## src/shared/idc_pkg.sv

```systemverilog
// shared constants and carrier types for the inactivity detect configuration block
package idc_pkg;

	// register byte addresses
	localparam logic [7:0] IDC_ADDR_X_HIGH   = 8'h2a;
	localparam logic [7:0] IDC_ADDR_X_LOW    = 8'h2b;
	localparam logic [7:0] IDC_ADDR_Y_HIGH   = 8'h2c;
	localparam logic [7:0] IDC_ADDR_Y_LOW    = 8'h2d;
	localparam logic [7:0] IDC_ADDR_Z_HIGH   = 8'h2e;
	localparam logic [7:0] IDC_ADDR_Z_LOW    = 8'h2f;
	localparam logic [7:0] IDC_ADDR_TIME_HI  = 8'h30;
	localparam logic [7:0] IDC_ADDR_TIME_LO  = 8'h31;
	localparam logic [7:0] IDC_ADDR_MW_HIGH  = 8'h32;
	localparam logic [7:0] IDC_ADDR_MW_LOW   = 8'h33;

	// low register field positions
	localparam int IDC_LOW_THR_MSB = 7;
	localparam int IDC_LOW_THR_LSB = 5;
	localparam int IDC_LOW_REF_BIT = 1;
	localparam int IDC_LOW_EN_BIT  = 0;

	// reset value of every register
	localparam logic [7:0] IDC_REG_RESET = 8'h00;

	// widths
	localparam int IDC_SAMPLE_W = 12;
	localparam int IDC_LIMIT_W  = 11;
	localparam int IDC_DUR_W    = 16;

	// duration code weight, in microseconds, and the clock rate
	localparam int IDC_CODE_SLOW_US = 26000;
	localparam int IDC_CODE_FAST_US = 13000;
	localparam int IDC_CLK_HZ       = 50000000;
	localparam int IDC_CODE_SLOW_CYC = (IDC_CODE_SLOW_US / 1000) * (IDC_CLK_HZ / 1000);
	localparam int IDC_CODE_FAST_CYC = (IDC_CODE_FAST_US / 1000) * (IDC_CLK_HZ / 1000);
	localparam int IDC_TICK_W        = 21;

	// one acceleration sample on all three axes
	typedef struct packed {
		logic signed [IDC_SAMPLE_W-1:0] x;
		logic signed [IDC_SAMPLE_W-1:0] y;
		logic signed [IDC_SAMPLE_W-1:0] z;
	} idc_sample_t;

	// register port request from the serial interface
	typedef struct packed {
		logic       wr;
		logic [7:0] addr;
		logic [7:0] wdata;
	} idc_reg_req_t;

endpackage : idc_pkg

```

## src/rtl/idc_top.sv

```systemverilog
// inactivity detection configuration registers and decision logic
// Contract
// each axis holds an unsigned eleven-bit still limit, 100 mg per code
// magnitude of twelve-bit signed sample compared with axis still limit
// high register holds limit bits 10:3, low register bits 7:5 hold 2:0
// x low register bit 1 selects referenced (1) or absolute (0) processing
// low register bit 0 includes axis (1) or excludes it (0)
// event only after all enabled axes stay below limit for programmed duration
// duration is low register as bits 7:0 and high register as 15:8
// one duration code is 26 ms up to 3200 Hz, 13 ms at 6400 Hz
// all registers of this block reset to zero
// motion warning compares sample magnitude with unsigned eleven-bit limit
// motion warning x high register holds bits 10:3; exceeding drives warning (code warns at or above the limit)
// motion warning x low: bits 7:5 limit, bit 1 referenced select, bit 0 enable
// timer counts still time, restarts on any enabled axis at or above limit
// reserved low register bits read zero and ignore writes
module idc_top
	import idc_pkg::*;
#(
	parameter int CODE_SLOW_CYC = IDC_CODE_SLOW_CYC,
	parameter int CODE_FAST_CYC = IDC_CODE_FAST_CYC
)(
	input  wire logic          sys_clk,
	input  wire logic          rst,
	input  wire idc_reg_req_t  reg_req,
	output logic [7:0]         reg_rdata,
	input  wire logic          sample_valid,
	input  wire idc_sample_t   sample,
	input  wire logic          rate_6400,
	output logic               still_event,
	output logic               still_active,
	output logic               motion_warn
);

	// the tick counter holds codes of up to 2^21 - 1 cycles; longer codes are refused at elaboration
	if (CODE_SLOW_CYC < 1 || CODE_FAST_CYC < 1 || CODE_SLOW_CYC >= (1 << IDC_TICK_W)
		|| CODE_FAST_CYC >= (1 << IDC_TICK_W))
	begin : g_code_check
		$error("idc_top: code cycle counts out of range");
	end

	// magnitude of a signed value, one bit wider than needed so -2048 stays exact
	function automatic logic [IDC_SAMPLE_W:0] idc_mag(input logic signed [IDC_SAMPLE_W:0] v);
		idc_mag = v[IDC_SAMPLE_W] ? (IDC_SAMPLE_W+1)'(-v) : v;
	endfunction : idc_mag

	// reading of one axis against a limit: absolute, or distance from a reference
	function automatic logic idc_below(
		input logic signed [IDC_SAMPLE_W-1:0] s,
		input logic signed [IDC_SAMPLE_W-1:0] r,
		input logic                           use_ref,
		input logic [IDC_LIMIT_W-1:0]         lim
	);
		logic signed [IDC_SAMPLE_W:0] d;
		// one extra bit so a referenced distance across full scale cannot wrap
		d = use_ref ? (IDC_SAMPLE_W+1)'(s - r) : (IDC_SAMPLE_W+1)'(s);
		idc_below = idc_mag(d) < {2'b00, lim};
	endfunction : idc_below

	// register storage; low registers keep only their defined bits
	logic [7:0]             x_high_r, y_high_r, z_high_r, mw_high_r;
	logic [2:0]             x_lo_thr_r, y_lo_thr_r, z_lo_thr_r, mw_lo_thr_r;
	logic                   still_ref_r, still_use_x_r, still_use_y_r, still_use_z_r;
	logic                   mw_ref_r, mw_use_x_r;
	logic [7:0]             dur_high_r, dur_low_r;

	// write strobes
	wire wr_x_high  = reg_req.wr && reg_req.addr == IDC_ADDR_X_HIGH;
	wire wr_x_low   = reg_req.wr && reg_req.addr == IDC_ADDR_X_LOW;
	wire wr_y_high  = reg_req.wr && reg_req.addr == IDC_ADDR_Y_HIGH;
	wire wr_y_low   = reg_req.wr && reg_req.addr == IDC_ADDR_Y_LOW;
	wire wr_z_high  = reg_req.wr && reg_req.addr == IDC_ADDR_Z_HIGH;
	wire wr_z_low   = reg_req.wr && reg_req.addr == IDC_ADDR_Z_LOW;
	wire wr_dur_hi  = reg_req.wr && reg_req.addr == IDC_ADDR_TIME_HI;
	wire wr_dur_lo  = reg_req.wr && reg_req.addr == IDC_ADDR_TIME_LO;
	wire wr_mw_high = reg_req.wr && reg_req.addr == IDC_ADDR_MW_HIGH;
	wire wr_mw_low  = reg_req.wr && reg_req.addr == IDC_ADDR_MW_LOW;
	wire [2:0] wd_thr = reg_req.wdata[IDC_LOW_THR_MSB:IDC_LOW_THR_LSB];
	wire       wd_ref = reg_req.wdata[IDC_LOW_REF_BIT];
	wire       wd_en  = reg_req.wdata[IDC_LOW_EN_BIT];

	// register writes; everything clears on reset
	always_ff @(posedge sys_clk or posedge rst)
	begin
		if (rst)
		begin
			x_high_r      <= IDC_REG_RESET;
			y_high_r      <= IDC_REG_RESET;
			z_high_r      <= IDC_REG_RESET;
			mw_high_r     <= IDC_REG_RESET;
			dur_high_r    <= IDC_REG_RESET;
			dur_low_r     <= IDC_REG_RESET;
			x_lo_thr_r    <= 3'h0;
			y_lo_thr_r    <= 3'h0;
			z_lo_thr_r    <= 3'h0;
			mw_lo_thr_r   <= 3'h0;
			still_ref_r   <= 1'b0;
			still_use_x_r <= 1'b0;
			still_use_y_r <= 1'b0;
			still_use_z_r <= 1'b0;
			mw_ref_r      <= 1'b0;
			mw_use_x_r    <= 1'b0;
		end
		else
		begin
			if (wr_x_high)  x_high_r  <= reg_req.wdata;
			if (wr_y_high)  y_high_r  <= reg_req.wdata;
			if (wr_z_high)  z_high_r  <= reg_req.wdata;
			if (wr_mw_high) mw_high_r <= reg_req.wdata;
			if (wr_dur_hi)  dur_high_r <= reg_req.wdata;
			if (wr_dur_lo)  dur_low_r  <= reg_req.wdata;
			if (wr_x_low)
			begin
				x_lo_thr_r    <= wd_thr;
				still_ref_r   <= wd_ref;
				still_use_x_r <= wd_en;
			end
			if (wr_y_low)
			begin
				y_lo_thr_r    <= wd_thr;
				still_use_y_r <= wd_en;
			end
			if (wr_z_low)
			begin
				z_lo_thr_r    <= wd_thr;
				still_use_z_r <= wd_en;
			end
			if (wr_mw_low)
			begin
				mw_lo_thr_r <= wd_thr;
				mw_ref_r    <= wd_ref;
				mw_use_x_r  <= wd_en;
			end
		end
	end

	// assembled limits and duration
	wire [IDC_LIMIT_W-1:0] still_limit_x       = {x_high_r, x_lo_thr_r};
	wire [IDC_LIMIT_W-1:0] still_limit_y       = {y_high_r, y_lo_thr_r};
	wire [IDC_LIMIT_W-1:0] still_limit_z       = {z_high_r, z_lo_thr_r};
	wire [IDC_LIMIT_W-1:0] motion_warn_limit_x = {mw_high_r, mw_lo_thr_r};
	wire [IDC_DUR_W-1:0]   still_duration      = {dur_high_r, dur_low_r};

	// read mux; unused low bits come back zero
	logic [7:0] rd_mux;
	always_comb
	begin
		unique case (reg_req.addr)
			IDC_ADDR_X_HIGH:  rd_mux = x_high_r;
			IDC_ADDR_X_LOW:   rd_mux = {x_lo_thr_r, 3'b000, still_ref_r, still_use_x_r};
			IDC_ADDR_Y_HIGH:  rd_mux = y_high_r;
			IDC_ADDR_Y_LOW:   rd_mux = {y_lo_thr_r, 4'h0, still_use_y_r};
			IDC_ADDR_Z_HIGH:  rd_mux = z_high_r;
			IDC_ADDR_Z_LOW:   rd_mux = {z_lo_thr_r, 4'h0, still_use_z_r};
			IDC_ADDR_TIME_HI: rd_mux = dur_high_r;
			IDC_ADDR_TIME_LO: rd_mux = dur_low_r;
			IDC_ADDR_MW_HIGH: rd_mux = mw_high_r;
			IDC_ADDR_MW_LOW:  rd_mux = {mw_lo_thr_r, 3'b000, mw_ref_r, mw_use_x_r};
			default:          rd_mux = 8'h00;
		endcase
	end

	// per-sample decisions; references give the referenced-mode origin
	idc_sample_t ref_r;
	logic signed [IDC_SAMPLE_W-1:0] mw_prev_r;
	wire below_x   = idc_below(sample.x, ref_r.x, still_ref_r, still_limit_x);
	wire below_y   = idc_below(sample.y, ref_r.y, still_ref_r, still_limit_y);
	wire below_z   = idc_below(sample.z, ref_r.z, still_ref_r, still_limit_z);
	wire any_use   = still_use_x_r | still_use_y_r | still_use_z_r;
	// an axis left out always counts as still
	wire all_still = (below_x | ~still_use_x_r) & (below_y | ~still_use_y_r)
		& (below_z | ~still_use_z_r);
	wire restart   = sample_valid & (~all_still | ~any_use);
	wire mw_below  = idc_below(sample.x, mw_prev_r, mw_ref_r, motion_warn_limit_x);
	wire mw_hit    = sample_valid & mw_use_x_r & ~mw_below;

	// code time base: 26 ms slow, 13 ms at the top rate
	wire [IDC_TICK_W-1:0] code_len = rate_6400 ? IDC_TICK_W'(CODE_FAST_CYC - 1)
		: IDC_TICK_W'(CODE_SLOW_CYC - 1);
	logic [IDC_TICK_W-1:0] tick_r;
	logic [IDC_DUR_W-1:0]  count_r;
	wire code_tick  = tick_r >= code_len;
	// an interval with no enabled axis never ends in an event
	wire tracking   = any_use & ~restart;
	// with no axis in, count and time base stay cleared, so enabling an axis
	// later starts a fresh interval instead of reusing a stale count
	wire clear_cnt  = restart | ~any_use;
	wire count_sat  = count_r == {IDC_DUR_W{1'b1}};
	wire [IDC_DUR_W-1:0] count_nxt = clear_cnt ? '0
		: (code_tick & tracking & ~count_sat) ? count_r + 1'b1 : count_r;
	wire reached_nxt = tracking & (count_nxt >= still_duration);

	// timer, references and outputs
	always_ff @(posedge sys_clk or posedge rst)
	begin
		if (rst)
		begin
			tick_r       <= '0;
			count_r      <= '0;
			ref_r        <= '0;
			mw_prev_r    <= '0;
			reg_rdata    <= 8'h00;
			still_event  <= 1'b0;
			still_active <= 1'b0;
			motion_warn  <= 1'b0;
		end
		else
		begin
			reg_rdata <= rd_mux;
			// restarting the time base too keeps every interval a whole number of codes
			tick_r    <= (clear_cnt | code_tick) ? '0 : tick_r + 1'b1;
			count_r   <= count_nxt;
			if (restart)
				ref_r <= sample;
			if (sample_valid)
				mw_prev_r <= sample.x;
			still_active <= reached_nxt;
			still_event  <= reached_nxt & ~still_active;
			motion_warn  <= mw_hit;
		end
	end

endmodule : idc_top

```

## config.mk

```make
export PLATFORM = sky130hd
export DESIGN_NAME = idc_top
export DESIGN_NICKNAME = d
export VERILOG_FILES = /design/src/shared/idc_pkg.sv /design/src/rtl/idc_top.sv
export SDC_FILE = /design/constraint.sdc
export NUM_CORES = 1
export LEC_CHECK = 0
export ABC_AREA = 0
export BUFFER_PORTS_ARGS = -buffer_cell sky130_fd_sc_hd__buf_2
export CAP_MARGIN = 10
export CORE_MARGIN = 2
export CORE_UTILIZATION = 50
export CTS_CLUSTER_DIAMETER = 150
export DETAILED_ROUTE_END_ITERATION = 6
export PLACE_DENSITY = 0.67
export SLEW_MARGIN = 15
export SYNTH_ARGS = -nofsm -noshare
export SYNTH_HDL_FRONTEND = slang
export SYNTH_SLANG_ARGS = --single-unit
```

## constraint.sdc

```tcl
create_clock -name sys_clk -period 7.5 [get_ports sys_clk]
set_input_delay 0.75 -clock sys_clk [delete_from_list [all_inputs] [get_ports sys_clk]]
set_output_delay 0.75 -clock sys_clk [all_outputs]
set_load 0.02 [all_outputs]
```

==> impl_results.md, run 1 <==
* Inserted Clock Buffers at 17
* Sink Count at 162
* Yosys warning total at 0
* Post-synth cell types at 82
* Die area at 0.0269 mm²
* Vias at 10400
* Tcrit/Tclk final at 94.3%
* Vias in the first global route at 10000
* Htree depth at 4
* Final setup viols at 0
* Post-CTS setup buffers at 0
* First-pass GRT wire length at 50000 µm
* Final antenna-violating net count at 0
* Place WS at 0.0686 ns
* Gpl congestion at 0.877
* Synth top area cells: dfrtp_1 32%, ha_1 12%, mux2_2 5.1%
* First-pass detailed-route iteration total at 5
* EDFF count, synth at 0
* Fillers at 2302
* Post-synth top area share at 31.6%
* FP Rows at 58
* Port Buf Inserts at 67
* Max Slew Vio Count at 0
* Hold-fix buffers, CTS at 0
* Worst endpoint required time at 7.81 ns
* CP Data Arrival Time at 7.38 ns
* Final hold violations at 0
* Fraction of layout cells with a size suffix above 1 at 15.7%
* Max IR drop VDD at 0.000178 V
* Largest net degree at the start of global routing at 103
* WL final at 30700 µm
* Worst path slowest cell: a21oi_1
* Core ar. at 0.0252 mm²
* Crit path buf inv count at 3
* #FFs+latches synth at 162
* # nets final at 1643
* Status: completed
* Cell area after synthesis at 0.0128 mm²
* Crit. End Element: register
* Seq/Total Area, Yosys at 31.6%
* Syn Nets at 1590
* Worst-case clock buffer depth at 2
* Main flop type after synthesis: dfrtp_1
* Headroom to the max-slew limit at 26.1%
* Diodes inserted at 0
* Crit path launch type: input port
* CTS tree: done
* Tot GR Track Use at 23.3%
* Setup TNS at 0 ns
* Clock Tree Root: clkbuf_16
* Mapped Cells at 1410
* Max incr delay on CP at 0.55 ns
* Die Wd at 164 µm
* Hold crit path type: reg2reg
* Area Overhead vs Synth at 9.50%
* WS Path Type: in2reg
* Cell taking the most area after synthesis: dfrtp_1
* Crit-path max FO at 10
* Crit-path leading delay family: compound AO/OA/AOI/OAI gates
* RSZ-0062 raised after global routing: false
* P_leak at 6.58 nW
* Final setup skew at 0.0154 ns
* Die height at 164 µm
* Total congestion overflow at 0
* Via density at 5.76
* Average size of a mapped cell at 9.09 µm²
* Hpwl dp at 22900 µm
* Post-synthesis async set-or-reset flop share at 100%
* Number of remaining DRC errors at 0
* I/O pin count at 68
* Maxcap violations at 0
* Worst slew pin tran at 1.11 ns
* Fmax at 0.141 GHz
* Worst skew pair latency at 0.44 ns
* Post-DR wirelength/cell at 17.0 µm
* DRT iter0 DRCs at 678
* Initial antenna violation count at 0
* Starting density of the core at 50.9%
* Post-route setup slack at 0.426 ns
* Period minus WS final at 7.07 ns
* Clk pin slew, worst setup/hold paths at 0.07 ns
* Post-CTS Resized at 0
* Cell area power density at 329 mW/mm²
flip-flops by register name (all words and copies together), names as in the netlist, 3 cells and up:
name / cells
count_r: 16
dur_high_r: 8
dur_low_r: 8
mw_high_r: 8
mw_lo_thr_r: 3
mw_prev_r: 12
ref_r: 36
reg_rdata: 8
tick_r: 21
x_high_r: 8
x_lo_thr_r: 3
y_high_r: 8
y_lo_thr_r: 3
z_high_r: 8
z_lo_thr_r: 3
power by group:
part           leakage (nW)  internal (mW)  switching (mW)
Sequential             2.06          0.999          0.0748
Clock                 0.279          0.441           0.421
Combinational          4.24           1.22            1.47
Total                  6.58           2.66            1.96
stage by stage:
stage          cell area (µm²)  hold WS, ns  power [mW]  std cells  util, %
2_1_floorplan            12800        0.478        3.24       1410        -
3_5_place_dp             13500        0.442        3.76       1774     53.5
6_report                 14000        0.448        4.62       1806     55.7
5_1_grt                  14000        0.468        5.03       1806     55.7
3_3_place_gp             13500        0.447        3.69       1774     53.5
4_1_cts                  14000        0.451        4.64       1806     55.7
cells in the mapped netlist (5+ instances only):
| master | count |
|---|---|
| dfrtp_1 | 162 |
| inv_1 | 132 |
| ha_1 | 119 |
| nand2_1 | 117 |
| nor2_1 | 107 |
| o21ai_0 | 76 |
| a21oi_1 | 64 |
| mux2_2 | 58 |
| xnor2_1 | 56 |
| nand3_1 | 46 |
| xor2_1 | 32 |
| nor3_1 | 29 |
| mux2i_1 | 26 |
| mux2_4 | 25 |
| a31oi_1 | 22 |
| nor2b_1 | 22 |
| a21o_1 | 21 |
| clkbuf_1 | 21 |
| and3_1 | 20 |
| nand4_1 | 20 |
| nand2b_1 | 16 |
| buf_2 | 13 |
| o21a_1 | 13 |
| a211oi_1 | 11 |
| and2_1 | 11 |
| mux4_2 | 9 |
| o211ai_1 | 9 |
| nor3b_1 | 8 |
| or3_1 | 8 |
| buf_1 | 7 |
| nand3b_1 | 7 |
| or2_2 | 6 |
| a2111oi_0 | 5 |
| a22oi_1 | 5 |
| a311oi_1 | 5 |
| a41oi_1 | 5 |
| o311ai_0 | 5 |
cell families (layout without fill, tap and decap cells):
logic type	Yosys count	in the layout	share of synthesized area, %
multiplexers	118	118	11.6
AO/OA/AOI/OAI	305	305	16.3
AND/OR/NAND/NOR	435	435	16.6
flip-flops	162	162	31.6
XOR/XNOR	88	88	6.01
adder cells (fa/ha/maj)	123	123	12.2
buffers and inverters	179	245	5.63
layer usage:
metal / routed length (µm) / vias to the layer above / global-route usage, % / share of wire (%)
met1: 14600 / 5004 / 31.3 / 48
met5: 0 / - / 0 / 0
li1: - / 5151 / - / -
met2: 14400 / 211 / 39.4 / 47
met3: 1190 / 30 / 3.96 / 3.9
met4: 463 / 0 / 5.14 / 1.5
final timing paths:
| path | end | cells after the start | slack (ns) | start |
|---|---|---|---|---|
| setup / recovery | still_event | 33 | 0.43 | sample[24] |
| hold / removal | still_event | 1 | 0.45 | still_active |
| max in group asynchronous | still_ref_r | 3 | 5.55 | rst |
| setup reg to reg | still_event | 31 | 0.51 | ref_r[24] |
| hold reg to reg | still_event | 1 | 0.45 | still_active |
| min in group asynchronous | y_high_r[3] | 2 | 0.54 | rst |
area by class of cell:
type                       instances  area, µm²  share of cell area (%)
clock inverter                    15        143                    1.02
inverter                         133        504                    3.59
clock buffer                      17        425                    3.03
multi-input combinational       1069       8050                    57.4
timing repair buffer              80        445                    3.17
sequential                       162       4060                    28.9
tap                              330        413                    2.94
cells in the final DEF (no fill, tap or decap), types with 46 or more instances in the layout:
master / count
dfrtp_1: 161
inv_1: 131
xnor2_1: 56
nand2_1: 117
o21ai_0: 76
mux2_2: 58
a21oi_1: 64
buf_2: 67
nand3_1: 46
nor2_1: 107
ha_1: 119
No activity file was read; power rests on OpenSTA's default activity.
==> run 2: changes to the inputs <==
--- a/config.mk
+++ b/config.mk
@@ -8,11 +8,13 @@
 export ABC_AREA = 0
 export BUFFER_PORTS_ARGS = -buffer_cell sky130_fd_sc_hd__buf_2
 export CAP_MARGIN = 10
+export CELL_PAD_IN_SITES_DETAIL_PLACEMENT = 2
+export CELL_PAD_IN_SITES_GLOBAL_PLACEMENT = 2
 export CORE_MARGIN = 2
-export CORE_UTILIZATION = 50
+export CORE_UTILIZATION = 40
 export CTS_CLUSTER_DIAMETER = 150
 export DETAILED_ROUTE_END_ITERATION = 6
-export PLACE_DENSITY = 0.67
+export PLACE_DENSITY_LB_ADDON = 0.1
 export SLEW_MARGIN = 15
 export SYNTH_ARGS = -nofsm -noshare
 export SYNTH_HDL_FRONTEND = slang
==> impl_results.md, run 2 (synthesis results as in run 1) <==
* Top reg by flops: ref_r
* Reg power frac at 22.0%
* Net switching power figure at 2.14 mW
* Gate power share at 59.1%
* DRT iter0 DRCs at 504
* Sw frac at 43.7%
* Tot GR Track Use at 25.2%
* Crit-path leading delay family: compound AO/OA/AOI/OAI gates
* I/O pin count at 68
* Max IR drop VDD at 0.000174 V
* Crit path launch type: input port
* RSZ-0062 raised after global routing: false
* Worst hold margin at 0.488 ns
* Register area at 0.00406 mm²
* First-pass detailed-route iteration total at 4
* Final antenna-violating net count at 0
* Max Slew Vio Count at 0
* Max FFs per register at 36
* Vias in the first global route at 12100
* Final setup viols at 0
* Worst path slowest cell: fa_1
* Fillers at 3539
* Area Overhead vs Synth at 11.1%
* # nets final at 1653
* Crit-path max FO at 39
* Crit. End Element: register
* Status: completed
* M1 WL at 18000 µm
* Setup TNS at 0 ns
* Inserted Clock Buffers at 17
* Largest regs: ref_r (36), tick_r (21), count_r (16)
* Initial antenna violation count at 0
* Clock Power Share at 19.0%
* Port Buf Inserts at 67
* Starting density of the core at 40.6%
* Worst skew pair latency at 0.46 ns
* P_leak at 6.65 nW
* Met3 routed WL at 1020 µm
* Total congestion overflow at 0
* Core ar. at 0.0316 mm²
* Maxcap violations at 0
* Headroom to the max-slew limit at 31.2%
* Post-route setup slack at 0.443 ns
* Fraction of layout cells with a size suffix above 1 at 16.3%
* Largest net degree at the start of global routing at 102
* Commonest non-fill, non-tap cell in the layout: dfrtp_1
* Worst-case clock buffer depth at 2
* FP Rows at 65
* Worst endpoint required time at 7.84 ns
* Max incr delay on CP at 0.43 ns
* Multi-input logic area at 0.00806 mm²
* Vias at 10900
* Top routing layer in use: met4
* Number of remaining DRC errors at 0
* Clock Tree Root: clkbuf_16
* Final hold violations at 0
* Via density at 5.75
* Clk pin slew, worst setup/hold paths at 0.07 ns
* Die Wd at 183 µm
* Fmax at 0.142 GHz
* First-pass GRT wire length at 66000 µm
* Die area at 0.0335 mm²
* Most frequent cells in the layout: 161 x dfrtp_1, 131 x inv_1, 119 x ha_1
* Die height at 183 µm
* Tcrit/Tclk final at 94.1%
* Hold-fix buffers, CTS at 0
* Cell area power density at 345 mW/mm²
* Hold crit path type: in2async
* Final setup skew at 0.0106 ns
* CTS tree: done
* Final core occ at 45.1%
* Sink Count at 162
* Worst slew pin tran at 1.03 ns
* Tot Pwr at 4.91 mW
* Place WS at -0.174 ns
* Htree depth at 4
* Crit path buf inv count at 3
* Post-DR wirelength/cell at 21.3 µm
* WL met2 at 20200 µm
* WL final at 40200 µm
* Hpwl dp at 30200 µm
* WS Path Type: in2reg
* Diodes inserted at 0
* Period minus WS final at 7.06 ns
* Internal Power at 2.77 mW
* Gpl congestion at 0.798
* CP Data Arrival Time at 7.39 ns
==> run 2: cell count changes in the layout (fill, tap and decap cells not counted) <==
| cell | delta |
|---|---|
| buf_4 | +9 |
| inv_6 | -3 |
| a211oi_1 | -2 |
| a211oi_2 | +2 |
| bufinv_16 | +2 |
| clkinv_8 | -2 |
| a2111oi_0 | -1 |
| a2111oi_1 | +1 |
| buf_6 | +1 |
| clkbuf_8 | +1 |
| clkinv_2 | +1 |
| clkinv_4 | +1 |
| clkinvlp_4 | -1 |
==> run 2: worst paths after layout <==
kind                       depth (start not counted)  slack [ns]    startpoint     endpoint
hold / removal                                     2        0.49           rst  count_r[14]
setup reg to reg                                  29        0.54     ref_r[24]  still_event
hold reg to reg                                    1        0.49  still_active  still_event
min in group sys_clk                               1        0.49  still_active  still_event
max in group asynchronous                          3        5.51           rst  still_ref_r
setup / recovery                                  31        0.44    sample[24]  still_event
==> run 2: worst reg2reg max path, delay by kind of cell, from the launching register on <==
| family | cells | cell delay [ns] |
|---|---|---|
| AO/OA/AOI/OAI | 15 | 3.28 |
| AND/OR/NAND/NOR | 7 | 1.29 |
| adder cells (fa/ha/maj) | 4 | 1.27 |
| flip-flops | 1 | 0.38 |
| multiplexers | 1 | 0.25 |
| buffers and inverters | 1 | 0.25 |
| XOR/XNOR | 1 | 0.13 |
==> run 2: final cells by class <==
| class | count | share of cell area, % |
|---|---|---|
| tap | 402 | 3.53 |
| multi-input combinational | 1069 | 56.6 |
| clock buffer | 18 | 3.08 |
| timing repair buffer | 90 | 3.68 |
| sequential | 162 | 28.5 |
| clock inverter | 13 | 1.05 |
| inverter | 133 | 3.54 |
==> run 2: per-layer routing <==
| metal | GRT usage [%] | vias to the layer above |
|---|---|---|
| met5 | 0 | - |
| met3 | 3.16 | 55 |
| met4 | 8.13 | 0 |
| li1 | - | 5147 |
| met2 | 44.6 | 140 |
| met1 | 31.9 | 5514 |
==> run 2: through the flow <==
step                area [µm²]  std cells
finish                   14200       1887
global route             14200       1887
CTS                      14200       1886
detailed placement       13600       1855
global placement         13600       1855
floorplan                12800       1410
==> run 2: what timing repair did <==
item	4_1_cts	5_1_grt
gates resized for setup	0	4
endpoints found under the setup margin	0	2
setup buffers	0	1
==> run 2: power groups by stage <==
stage / clock network (mW) / logic [mW] / registers [mW]
2_1_floorplan: 0 / 2.18 / 1.07
3_3_place_gp: 0 / 2.74 / 1.08
3_5_place_dp: 0 / 2.89 / 1.10
4_1_cts: 0.950 / 2.92 / 1.08
5_1_grt: 0.984 / 3.28 / 1.10
6_report: 0.931 / 2.90 / 1.08
